--- src/rtl/wwin_pkg.sv ---
// Constants for the window threshold configuration block
package wwin_pkg;
	localparam int NCH = 3;
	localparam int FIRST_CH = 4;
	localparam int ADDR_W = 10;
	localparam int RES_W = 12;
	localparam int NIB_POS = 4;
	localparam int NIB_W = 4;
	localparam int HYST_SHIFT = 3;
	localparam logic [11:0] FULL_SCALE = 12'hFFF;
	// Register indices; byte address is four times the index
	localparam logic [7:0] IDX_CH4_HIGH_NIBBLE_AND_BAND = 8'h30;
	localparam logic [7:0] IDX_CH4_HIGH_LIMIT_UPPER = 8'h31;
	localparam logic [7:0] IDX_CH4_LOW_NIBBLE_AND_COUNT = 8'h32;
	localparam logic [7:0] IDX_CH4_LOW_LIMIT_UPPER = 8'h33;
	localparam logic [7:0] IDX_CH5_HIGH_NIBBLE_AND_BAND = 8'h34;
	localparam logic [7:0] IDX_CH5_HIGH_LIMIT_UPPER = 8'h35;
	localparam logic [7:0] IDX_CH5_LOW_NIBBLE_AND_COUNT = 8'h36;
	localparam logic [7:0] IDX_CH5_LOW_LIMIT_UPPER = 8'h37;
	localparam logic [7:0] IDX_CH6_HIGH_NIBBLE_AND_BAND = 8'h38;
	localparam logic [7:0] IDX_CH6_HIGH_LIMIT_UPPER = 8'h39;
	localparam logic [7:0] IDX_CH6_LOW_NIBBLE_AND_COUNT = 8'h3A;
	localparam logic [7:0] IDX_CH6_LOW_LIMIT_UPPER = 8'h3B;
	localparam logic [7:0] IDX_ALERT_STATUS = 8'h40;
	localparam logic [7:0] IDX_ALERT_MASK = 8'h41;
	localparam logic [NCH-1:0][7:0] IDX_BAND = {IDX_CH6_HIGH_NIBBLE_AND_BAND,
		IDX_CH5_HIGH_NIBBLE_AND_BAND, IDX_CH4_HIGH_NIBBLE_AND_BAND};
	localparam logic [NCH-1:0][7:0] IDX_HIGH = {IDX_CH6_HIGH_LIMIT_UPPER,
		IDX_CH5_HIGH_LIMIT_UPPER, IDX_CH4_HIGH_LIMIT_UPPER};
	localparam logic [NCH-1:0][7:0] IDX_COUNT = {IDX_CH6_LOW_NIBBLE_AND_COUNT,
		IDX_CH5_LOW_NIBBLE_AND_COUNT, IDX_CH4_LOW_NIBBLE_AND_COUNT};
	localparam logic [NCH-1:0][7:0] IDX_LOW = {IDX_CH6_LOW_LIMIT_UPPER,
		IDX_CH5_LOW_LIMIT_UPPER, IDX_CH4_LOW_LIMIT_UPPER};
	// Values after reset
	localparam logic [7:0] RST_HIGH_UPPER = 8'hFF;
	localparam logic [7:0] RST_BAND = 8'hF0;
	localparam logic [7:0] RST_COUNT = 8'h00;
	localparam logic [7:0] RST_LOW_UPPER = 8'h00;
	localparam logic [NCH-1:0] RST_STATUS = 3'h0;
	localparam logic [NCH-1:0] RST_MASK = 3'h0;
endpackage : wwin_pkg

--- src/rtl/wcmp_if.sv ---
// Carrier between the register file and one channel comparator
`timescale 1ns/1ps
`default_nettype none
interface wcmp_if;
	logic [11:0] hi_lim;
	logic [11:0] lo_lim;
	logic [3:0] band;
	logic [3:0] count;
	logic valid;
	logic [11:0] data;
	logic alert_set;
	logic flagged;
	modport ctl (output hi_lim, lo_lim, band, count, valid, data,
		input alert_set, flagged);
	modport cmp (input hi_lim, lo_lim, band, count, valid, data,
		output alert_set, flagged);
endinterface : wcmp_if
`default_nettype wire

--- src/rtl/window_threshold_cfg.sv ---
// Threshold, hysteresis and event-count registers for channels 4 to 6
//
// Overview of operation
// Upper high-limit byte is compared against the result's top eight bits.
// High-limit low nibble sits in band register bits 7-4, vs result 3:0.
// Low-limit low nibble sits in count register bits 7-4, vs result 3:0.
// Upper low-limit byte is compared against the result's top eight bits.
// Event count n in bits 3-0: alert after n+1 consecutive crossings.
// Band nibble shifted left three gives hysteresis on the lower seven bits.
// Upper high-limit byte resets to all ones.
// Upper low-limit byte resets to zero.
// Band register resets to 0xF0.
// Count register resets to zero.
// All fields but alert status (a written one clears it) are readable and writable and keep the written value.
// A flag clears only once the result is back inside by the hysteresis.
//
// The APB interface to the registers is this design's own decision.
`timescale 1ns/1ps
`default_nettype none
module window_threshold_cfg
	import wwin_pkg::*;
(
	// Clock and reset
	input wire logic clk_i,
	input wire logic reset_i,
	// APB slave
	input wire logic psel_i,
	input wire logic penable_i,
	input wire logic pwrite_i,
	input wire logic [wwin_pkg::ADDR_W-1:0] paddr_i,
	input wire logic [31:0] pwdata_i,
	input wire logic [3:0] pstrb_i,
	output logic [31:0] prdata_o,
	output logic pready_o,
	output logic pslverr_o,
	// Conversion results
	input wire logic sample_valid_i,
	input wire logic [2:0] sample_ch_i,
	input wire logic [wwin_pkg::RES_W-1:0] sample_data_i,
	// Alerts
	output logic [wwin_pkg::NCH-1:0] alert_o,
	output logic irq_o
);
	import wwin_pkg::*;

	typedef struct packed {
		logic [NCH-1:0][7:0] hi_upper;
		logic [NCH-1:0][7:0] hi_band;
		logic [NCH-1:0][7:0] lo_count;
		logic [NCH-1:0][7:0] lo_upper;
		logic [NCH-1:0] status;
		logic [NCH-1:0] mask;
		logic [31:0] rdata;
		logic err;
	} regs_t;

	regs_t r_reg;
	regs_t r_next;

	logic [7:0] idx;
	logic aligned;
	logic setup;
	logic wr;
	logic mapped;
	logic hit_status;
	logic hit_mask;
	logic [31:0] rd;
	logic [NCH-1:0] hit_band;
	logic [NCH-1:0] hit_high;
	logic [NCH-1:0] hit_count;
	logic [NCH-1:0] hit_low;
	logic [NCH-1:0] alert_set;
	logic [NCH-1:0] clr_bits;

	// Address decode
	assign idx = paddr_i[9:2];
	assign aligned = (paddr_i[1:0] == 2'b00);
	assign setup = psel_i && !penable_i;
	assign wr = psel_i && penable_i && pwrite_i && pstrb_i[0];
	assign hit_status = aligned && (idx == IDX_ALERT_STATUS);
	assign hit_mask = aligned && (idx == IDX_ALERT_MASK);
	assign mapped = |{hit_band, hit_high, hit_count, hit_low,
		hit_status, hit_mask};

	// Per-channel decode, field mapping and comparator
	for (genvar k = 0; k < NCH; k++) begin : ch_g
		wcmp_if cif ();

		assign hit_band[k] = aligned && (idx == IDX_BAND[k]);
		assign hit_high[k] = aligned && (idx == IDX_HIGH[k]);
		assign hit_count[k] = aligned && (idx == IDX_COUNT[k]);
		assign hit_low[k] = aligned && (idx == IDX_LOW[k]);

		// Full limits: stored byte over stored nibble
		assign cif.hi_lim = {r_reg.hi_upper[k],
			r_reg.hi_band[k][NIB_POS +: NIB_W]};
		assign cif.lo_lim = {r_reg.lo_upper[k],
			r_reg.lo_count[k][NIB_POS +: NIB_W]};
		assign cif.band = r_reg.hi_band[k][NIB_W-1:0];
		assign cif.count = r_reg.lo_count[k][NIB_W-1:0];
		assign cif.valid = sample_valid_i &&
			(sample_ch_i == 3'(FIRST_CH + k));
		assign cif.data = sample_data_i;
		assign alert_set[k] = cif.alert_set;
		assign alert_o[k] = cif.flagged;

		window_cmp u_cmp (
			.clk_i(clk_i),
			.reset_i(reset_i),
			.bus(cif.cmp)
		);
	end

	// Read multiplexer
	always_comb begin
		rd = 32'h0000_0000;
		for (int k = 0; k < NCH; k++) begin
			if (hit_band[k]) rd[7:0] = r_reg.hi_band[k];
			if (hit_high[k]) rd[7:0] = r_reg.hi_upper[k];
			if (hit_count[k]) rd[7:0] = r_reg.lo_count[k];
			if (hit_low[k]) rd[7:0] = r_reg.lo_upper[k];
		end
		if (hit_status) rd[NCH-1:0] = r_reg.status;
		if (hit_mask) rd[NCH-1:0] = r_reg.mask;
	end

	// Next state of the register file
	always_comb begin
		r_next = r_reg;
		for (int k = 0; k < NCH; k++) begin
			if (wr && hit_band[k]) r_next.hi_band[k] = pwdata_i[7:0];
			if (wr && hit_high[k]) r_next.hi_upper[k] = pwdata_i[7:0];
			if (wr && hit_count[k]) r_next.lo_count[k] = pwdata_i[7:0];
			if (wr && hit_low[k]) r_next.lo_upper[k] = pwdata_i[7:0];
		end
		if (wr && hit_mask) r_next.mask = pwdata_i[NCH-1:0];
		// A new event wins over a clear in the same cycle
		clr_bits = (wr && hit_status) ? pwdata_i[NCH-1:0] : '0;
		r_next.status = (r_reg.status & ~clr_bits) | alert_set;
		// Read data and error are captured in the setup cycle
		if (setup) begin
			r_next.rdata = pwrite_i ? 32'h0000_0000 : rd;
			r_next.err = !mapped;
		end
	end

	always_ff @(posedge clk_i or posedge reset_i) begin
		if (reset_i) begin
			r_reg.hi_upper <= {NCH{RST_HIGH_UPPER}};
			r_reg.hi_band <= {NCH{RST_BAND}};
			r_reg.lo_count <= {NCH{RST_COUNT}};
			r_reg.lo_upper <= {NCH{RST_LOW_UPPER}};
			r_reg.status <= RST_STATUS;
			r_reg.mask <= RST_MASK;
			r_reg.rdata <= 32'h0000_0000;
			r_reg.err <= 1'b0;
		end else begin
			r_reg <= r_next;
		end
	end

	// Bus answers: no wait states
	assign pready_o = 1'b1;
	assign pslverr_o = r_reg.err && psel_i && penable_i;
	assign prdata_o = r_reg.rdata;
	assign irq_o = |(r_reg.status & r_reg.mask);

	// Per-channel register, status and alert checks
	for (genvar k = 0; k < NCH; k++) begin : chk_g

	end
endmodule : window_threshold_cfg
`default_nettype wire

--- src/rtl/window_cmp.sv ---
// Window comparator with event count and hysteresis for one channel
`timescale 1ns/1ps
`default_nettype none
module window_cmp
	import wwin_pkg::*;
(
	// Clock and reset
	input wire logic clk_i,
	input wire logic reset_i,
	// Configuration, samples and results
	wcmp_if.cmp bus
);
	typedef struct packed {
		logic [3:0] cnt;
		logic hi_flag;
		logic lo_flag;
		logic alert_set;
	} cmp_state_t;

	cmp_state_t st_reg;
	cmp_state_t st_next;
	logic [11:0] hys;
	logic [11:0] h_rel;
	logic [11:0] l_rel;
	logic above;
	logic below;

	always_comb begin
		hys = 12'(bus.band) << HYST_SHIFT;
		h_rel = (bus.hi_lim >= hys) ? bus.hi_lim - hys : 12'h000;
		l_rel = (FULL_SCALE - bus.lo_lim >= hys) ? bus.lo_lim + hys : FULL_SCALE;
		above = bus.data > bus.hi_lim;
		below = bus.data < bus.lo_lim;
		st_next = st_reg;
		st_next.alert_set = 1'b0;
		if (bus.valid) begin
			if (st_reg.hi_flag) begin
				if (bus.data < h_rel) st_next.hi_flag = 1'b0;
			end else if (st_reg.lo_flag) begin
				if (bus.data > l_rel) st_next.lo_flag = 1'b0;
			end else if (above || below) begin
				if (st_reg.cnt == bus.count) begin
					st_next.hi_flag = above;
					st_next.lo_flag = below;
					st_next.alert_set = 1'b1;
					st_next.cnt = 4'h0;
				end else begin
					st_next.cnt = st_reg.cnt + 4'h1;
				end
			end else begin
				st_next.cnt = 4'h0;
			end
		end
	end

	always_ff @(posedge clk_i or posedge reset_i) begin
		if (reset_i) st_reg <= '0;
		else st_reg <= st_next;
	end

	assign bus.alert_set = st_reg.alert_set;
	assign bus.flagged = st_reg.hi_flag | st_reg.lo_flag;
endmodule : window_cmp
`default_nettype wire

--- config.mk ---
export PLATFORM = sky130hd
export DESIGN_NAME = window_threshold_cfg
export DESIGN_NICKNAME = d
export VERILOG_FILES = /design/src/rtl/wwin_pkg.sv /design/src/rtl/wcmp_if.sv /design/src/rtl/window_threshold_cfg.sv /design/src/rtl/window_cmp.sv
export SDC_FILE = /design/constraint.sdc
export NUM_CORES = 1
export LEC_CHECK = 0
export BUFFER_PORTS_ARGS = -buffer_cell sky130_fd_sc_hd__buf_2
export CAP_MARGIN = 15
export CORE_MARGIN = 4
export CORE_UTILIZATION = 45
export DETAILED_ROUTE_END_ITERATION = 7
export PLACE_DENSITY = 0.66
export REMOVE_ABC_BUFFERS = 1
export SYNTH_ARGS = -nofsm -noshare
export SYNTH_HDL_FRONTEND = slang
export SYNTH_SLANG_ARGS = --single-unit
--- constraint.sdc ---
create_clock -name clk_i -period 3.5 [get_ports clk_i]
set_input_delay 0.35 -clock clk_i [delete_from_list [all_inputs] [get_ports clk_i]]
set_output_delay 0.35 -clock clk_i [all_outputs]
set_load 0.03 [all_outputs]
Yosys cells after proc, flatten, opt, wreduce, memory -nomap -nowiden --
Cells that the tools add are included.
Cells by class: reductions and logical operators 51, magnitude comparators 18, mux-type cells 58, add/subtract/negate cells 12, bitwise logic cells 13, eq/ne operators 20
Operators with widths (number):
- 2-to-1 mux 8 bit | 13
- equality test 8 x 6 -> 1 bit, second input constant | 12
- >= comparator 12 x 7 -> 1 bit | 6
- greater-than comparator 12 bit | 6
- less-than comparator 12 bit | 6
- 2-to-1 mux 12 bit | 6
- logical AND 1 bit | 37
- adder 12 x 7 -> 12 bit | 3
- subtractor 12 bit, first input constant | 3
- subtractor 12 x 7 -> 12 bit | 3
- 2-to-1 mux 3 bit | 9
- 2-to-1 mux 1 bit | 24
- 2-to-1 mux 4 bit | 6
- equality test 8 x 7 -> 1 bit, second input constant | 2
- OR reduction 14 bit | 1
- adder 4 x 1 -> 4 bit, second input constant | 3
- equality test 4 bit | 3
- equality test 3 bit, second input constant | 3
- AND reduction 3 bit | 3
- AND 3 bit | 2
- NOT 1 bit | 6
- AND reduction 2 bit | 3
- logical OR 1 bit | 3
- NOT 3 bit | 1
- other kinds (5) | 8
Word-level totals: output and inout bits 38, bits of input ports 67, register bits after elaboration 156, logic and storage cells 200

Longest topological paths before layout --
word-level depth 17, depth in mapped cells 17, depth with buffers taken out 17

Hierarchy --
Synthesis repeated with hierarchy kept, for this count alone.
Second synthesis, totals: cells, all modules 1296, area, all modules 12230.5 um^2
Modules (own cells, without submodules):
- window_threshold_cfg | cells an instance 489, area each 5798.1 um^2, seq. area each 2822.7 um^2, times used 1
- window_cmp (ch_g[2].u_cmp) | cells an instance 264, area each 2157.1 um^2, seq. area each 175.2 um^2, times used 1
- window_cmp (ch_g[1].u_cmp) | cells an instance 273, area each 2152.1 um^2, seq. area each 175.2 um^2, times used 1
- window_cmp (ch_g[0].u_cmp) | cells an instance 270, area each 2123.3 um^2, seq. area each 175.2 um^2, times used 1

Worst setup path before layout --
No wires, ideal clock.
path type register -> register, start point register r_reg, in the netlist ch_g[2].cif.hi_lim[3], end point register ch_g[2].u_cmp.st_reg[2] (netlist bit), path buffers 1, setup time 130 ps, slack 236 ps, stages on the path, launching flop included 15, period minus slack after synthesis 3264 ps, arrival time 3134 ps, data required time 3370 ps, cells stage by stage dfstp_2 > inv_1 > ha_1 > or4b_2 > a21oi_1 > or3b_1 > clkbuf_1 > nand2_1 > ha_1 > a21o_1 > a21o_1 > a211oi_1 > o31ai_1 > a22oi_1 > o41ai_1
Between the ends: word-level cells in the longest chain between the ends 5, elaborated cells on any way between the ends 11, those cells by class 1 x add/sub; 3 x order compare; 6 x mux; 1 x reduce/logical
Ends and longest elaborated chain:
- from (decl) | RTL line window_threshold_cfg.sv:57 | regs_t r_reg;
- from (signal assigned) | RTL line window_threshold_cfg.sv:158 | r_reg <= r_next;
- subtractor 12 x 7 -> 12 bit (tied with other cells) | RTL line window_cmp.sv:30 | h_rel = (bus.hi_lim >= hys) ? bus.hi_lim - hys : 12'h000;
- 2-to-1 mux 12 bit (tied with other cells) | RTL line window_cmp.sv:30
- less-than comparator 12 bit / 2-to-1 mux 3 bit (equally long branches) | RTL line window_cmp.sv:38, window_cmp.sv:41
- 2-to-1 mux 1 bit, on equally long branches | RTL line window_cmp.sv:38, window_cmp.sv:39
- 2-to-1 mux 1 bit * | RTL line window_cmp.sv:37 | if (st_reg.hi_flag) begin
- to (signal assigned) | RTL line window_cmp.sv:58 | else st_reg <= st_next;
- to (decl) | RTL line window_cmp.sv:20 | cmp_state_t st_reg;
Mark *: on every way between the ends. The rest lies on a longest branch, timed or not. A chain may end at the register's enable or synchronous reset.

Worst setup path in the final report --
Same ends and word-level chain as after synthesis.

==> flow_metrics.env <==
export IMPL_drt_total_wl_um=39200
export IMPL_clk_transition_reported_paths_ps=70
export IMPL_timing_max_transition_violations_final=0
export IMPL_cp_arrival_ps=3600
export IMPL_layout_common_cells="176 x sky130_fd_sc_hd__ha_1, 135 x sky130_fd_sc_hd__nand2_1, 107 x sky130_fd_sc_hd__o21ai_0, 95 x sky130_fd_sc_hd__dfrtp_1, 92 x sky130_fd_sc_hd__inv_1"
export IMPL_core_area_sq_um=26100
export IMPL_report_final_hold_viol_count=0
export IMPL_via_count_of_the_first_global_routing_pass=10200
export IMPL_r2r_setup_slack_ps=220
export IMPL_num_fill_cells=2474
export IMPL_drc_errors=0
export IMPL_postCtsSetupRepairBufs=0
export IMPL_cts_root_buffer_cell="sky130_fd_sc_hd__clkbuf_16"
export IMPL_cell_family_with_the_largest_share_of_critical_path_delay="compound AO/OA/AOI/OAI gates"
export IMPL_share_of_the_clock_period_used_by_the_worst_path_after_layout_pct=93.8
export IMPL_worst_r2r_path_depth=13
export IMPL_timing_worst_slew_pin_value_ps=857
export IMPL_row_cnt=59
export IMPL_regToRegEndpoint="ch_g[2].u_cmp.st_reg[2]"
export IMPL_critical_path_n_buffers_inverters=1
export IMPL_place_worst_setup_slack_ps=164
export IMPL_num_nets_final=1647
export IMPL_wire_per_inst_um=22.4
export IMPL_power_density_nw_per_um2=311
export IMPL_rsz0062_at_grt="false"
export IMPL_final_common_cell="sky130_fd_sc_hd__ha_1"
export IMPL_synthCells=1351
export IMPL_async_reset_ff_share_pct=100
export IMPL_critPathMaxStageDelay_ps=610
export IMPL_final_setup_worst_slack_ps=216
export IMPL_finalClockSkew_ps=11.2
export IMPL_detail_route_iter0_violations=1083
export IMPL_groute_usage_overall_pct=27.0
export IMPL_critical_path_required_time_ps=3820
export IMPL_final_layout_size_suffix_gt1_share_pct=17.3
export IMPL_leakage_uw=0.00624
export IMPL_number_of_buffers_between_clock_root_and_the_deepest_sink=2
export IMPL_dieHeight_um=171
export IMPL_timing_critical_path_fanout_max=8
export IMPL_cts_tree="built"
export IMPL_via_per_inst=6.09
export IMPL_timing_max_cap_violations=0
export IMPL_ys_seq_area_share_pct=27.9
export IMPL_grt_pass1_wl_um=59900
export IMPL_antenna_found_initial=4
export IMPL_clk_insertion_delay_late_ps=440
export IMPL_number_of_i_o_port_buffers=52
export IMPL_post_synthesis_register_bit_count=132
export IMPL_worstSetupStartpointType="flip-flop"
export IMPL_power_total_uw=4120
export IMPL_io_pins=105
export IMPL_final_critical_path_time_including_i_o_delays_and_setup_ps=3280
export IMPL_vias=10600
export IMPL_floorplan_die_area_sq_um=29300
export IMPL_cts_buffers=17
export IMPL_yosys_warnings=0
export IMPL_post_synth_instance_area_sq_um=12000
export IMPL_place_gp_congestion=0.970
export IMPL_antenna_left=0
export IMPL_area_growth_pct=10.2
export IMPL_avgSynthCellArea_sq_um=8.88
export IMPL_grt_overflow_total=0
export IMPL_grt_max_degree=87
export IMPL_synth_edff_count=0
export IMPL_crit_path_end_kind="flip-flop"
export IMPL_starting_density_of_the_core_pct=45.9
export IMPL_post_cts_resized=0
export IMPL_crit_path_cell_trace="inv_1 > ha_1 > or4b_2 > a21oi_1 > or3b_4 > nand2_1 > ha_1 > a21o_1 > a21o_1 > a211oi_1 > o31ai_1 > a22oi_1 > o41ai_1"
export IMPL_cell_variety_after_synth=80
export IMPL_hp_class="input pin to asynchronous set/reset pin"
export IMPL_slew_headroom_pct=42.9
export IMPL_post_dp_hpwl_um=29300
export IMPL_h_tree_lvl_count=4
export IMPL_timing_setup_critical_path_class="flip-flop to flip-flop"
export IMPL_ir_worst_vdd_uv=329
export IMPL_dieWidth_um=171
export IMPL_post_route_util_pct=50.6
export IMPL_status="completed"
export IMPL_max_freq_mhz=305
export IMPL_slowest_stage="sky130_fd_sc_hd__or4b_2"
export IMPL_clock_sink_count=132
export IMPL_setup_viol_count_final=0
export IMPL_cts_hold_buf=0
export IMPL_synth_flop_cell="sky130_fd_sc_hd__dfrtp_1"
export IMPL_crit_reg2reg_launch="ch_g[2].cif.hi_lim[3]"
export IMPL_detail_route_first_pass_iterations=5
-- per-layer routing --
metal  wire length (um)  vias to the layer above  global-route usage [%]
met5                 13                        -                       0
li1                   -                     4953                       -
met1              17100                     5129                    37.2
met3               3470                       78                    6.04
met2              17400                      471                    42.4
met4               1230                        2                    8.37
-- metrics by stage --
step                      hold WS [ps]  area, sq um  TNS, ps  std cells
after floorplan                    404        11600   -30760       1298
after global placement             411        12600        0       1713
after detailed placement           425        12600        0       1713
after CTS                          109        13200        0       1745
after global routing               149        13200        0       1746
final                             46.5        13200        0       1747
-- cells in the mapped netlist (7+ instances only) --
cell type | number | area (sq um)
sky130_fd_sc_hd__nand2_1 | 135 | 507
sky130_fd_sc_hd__a21oi_1 | 58 | 290
sky130_fd_sc_hd__dfstp_2 | 36 | 946
sky130_fd_sc_hd__nor3_1 | 20 | 100
sky130_fd_sc_hd__buf_2 | 15 | 75.1
sky130_fd_sc_hd__nor2_1 | 80 | 300
sky130_fd_sc_hd__buf_4 | 37 | 278
sky130_fd_sc_hd__xnor2_1 | 38 | 333
sky130_fd_sc_hd__dfrtp_1 | 96 | 2400
sky130_fd_sc_hd__a22oi_1 | 7 | 52.6
sky130_fd_sc_hd__a21o_1 | 34 | 255
sky130_fd_sc_hd__o31ai_1 | 9 | 67.6
sky130_fd_sc_hd__nor4_1 | 8 | 50.1
sky130_fd_sc_hd__o2111ai_1 | 8 | 70.1
sky130_fd_sc_hd__nand2b_1 | 17 | 106
sky130_fd_sc_hd__mux2_2 | 56 | 631
sky130_fd_sc_hd__xor2_1 | 11 | 96.3
sky130_fd_sc_hd__and3_1 | 8 | 50.1
sky130_fd_sc_hd__ha_1 | 177 | 2210
sky130_fd_sc_hd__nand3_1 | 31 | 155
sky130_fd_sc_hd__nor2b_1 | 35 | 219
sky130_fd_sc_hd__o211ai_1 | 16 | 120
sky130_fd_sc_hd__or2_2 | 9 | 56.3
sky130_fd_sc_hd__a31oi_1 | 8 | 50.1
sky130_fd_sc_hd__clkbuf_1 | 21 | 78.8
sky130_fd_sc_hd__o22ai_1 | 10 | 62.6
sky130_fd_sc_hd__o21a_1 | 13 | 97.6
sky130_fd_sc_hd__inv_1 | 93 | 349
sky130_fd_sc_hd__nand4_1 | 31 | 194
sky130_fd_sc_hd__a211oi_1 | 7 | 52.6
sky130_fd_sc_hd__o21ai_0 | 107 | 536
-- logic make-up (layout without fill, tap and decap cells) --
kind of cell | after synthesis | in the layout | share of synthesized area, %
AOI/OAI and AO/OA | 331 | 331 | 17.9
xor gates and xnor gates | 49 | 49 | 3.58
adders and majority gates | 183 | 183 | 19.5
buffers and inverters | 169 | 205 | 6.60
DFF | 132 | 132 | 27.9
muxes | 67 | 67 | 6.69
other | 2 | 27 | 0.0626
and+or+nand+nor | 418 | 418 | 17.8
-- power breakdown --
part | switching [uW] | internal, uW
logic | 386 | 177
clock network | 773 | 1190
registers | 32.3 | 1550
total | 1190 | 2920
-- how the worst max path moves through the flow --
stage,startpoint,endpoint,slack [ps],cells after the start
3_5_place_dp,ch_g[2].cif.hi_lim[3],ch_g[2].u_cmp.st_reg[2],160,13
3_3_place_gp,ch_g[2].cif.hi_lim[3],ch_g[2].u_cmp.st_reg[2],230,13
5_1_grt,ch_g[1].cif.hi_lim[3],ch_g[1].u_cmp.st_reg[2],20,17
4_1_cts,ch_g[2].cif.hi_lim[3],ch_g[2].u_cmp.st_reg[2],130,13
6_report,ch_g[2].cif.hi_lim[3],ch_g[2].u_cmp.st_reg[2],220,13
2_1_floorplan,ch_g[2].cif.band[1],ch_g[2].u_cmp.st_reg[1],-380,14
-- layout make-up --
cell class | instances | area (sq um) | area share [%]
clock buffer | 19 | 464 | 3.51
multi-input combinational | 1073 | 7980 | 60.3
inverter | 93 | 354 | 2.68
clock inverter | 13 | 171 | 1.30
antenna | 2 | 5.00 | 0.0379
timing repair buffer | 80 | 483 | 3.65
tap | 335 | 419 | 3.17
sequential | 132 | 3350 | 25.3
No activity file was read; power rests on OpenSTA's default activity.
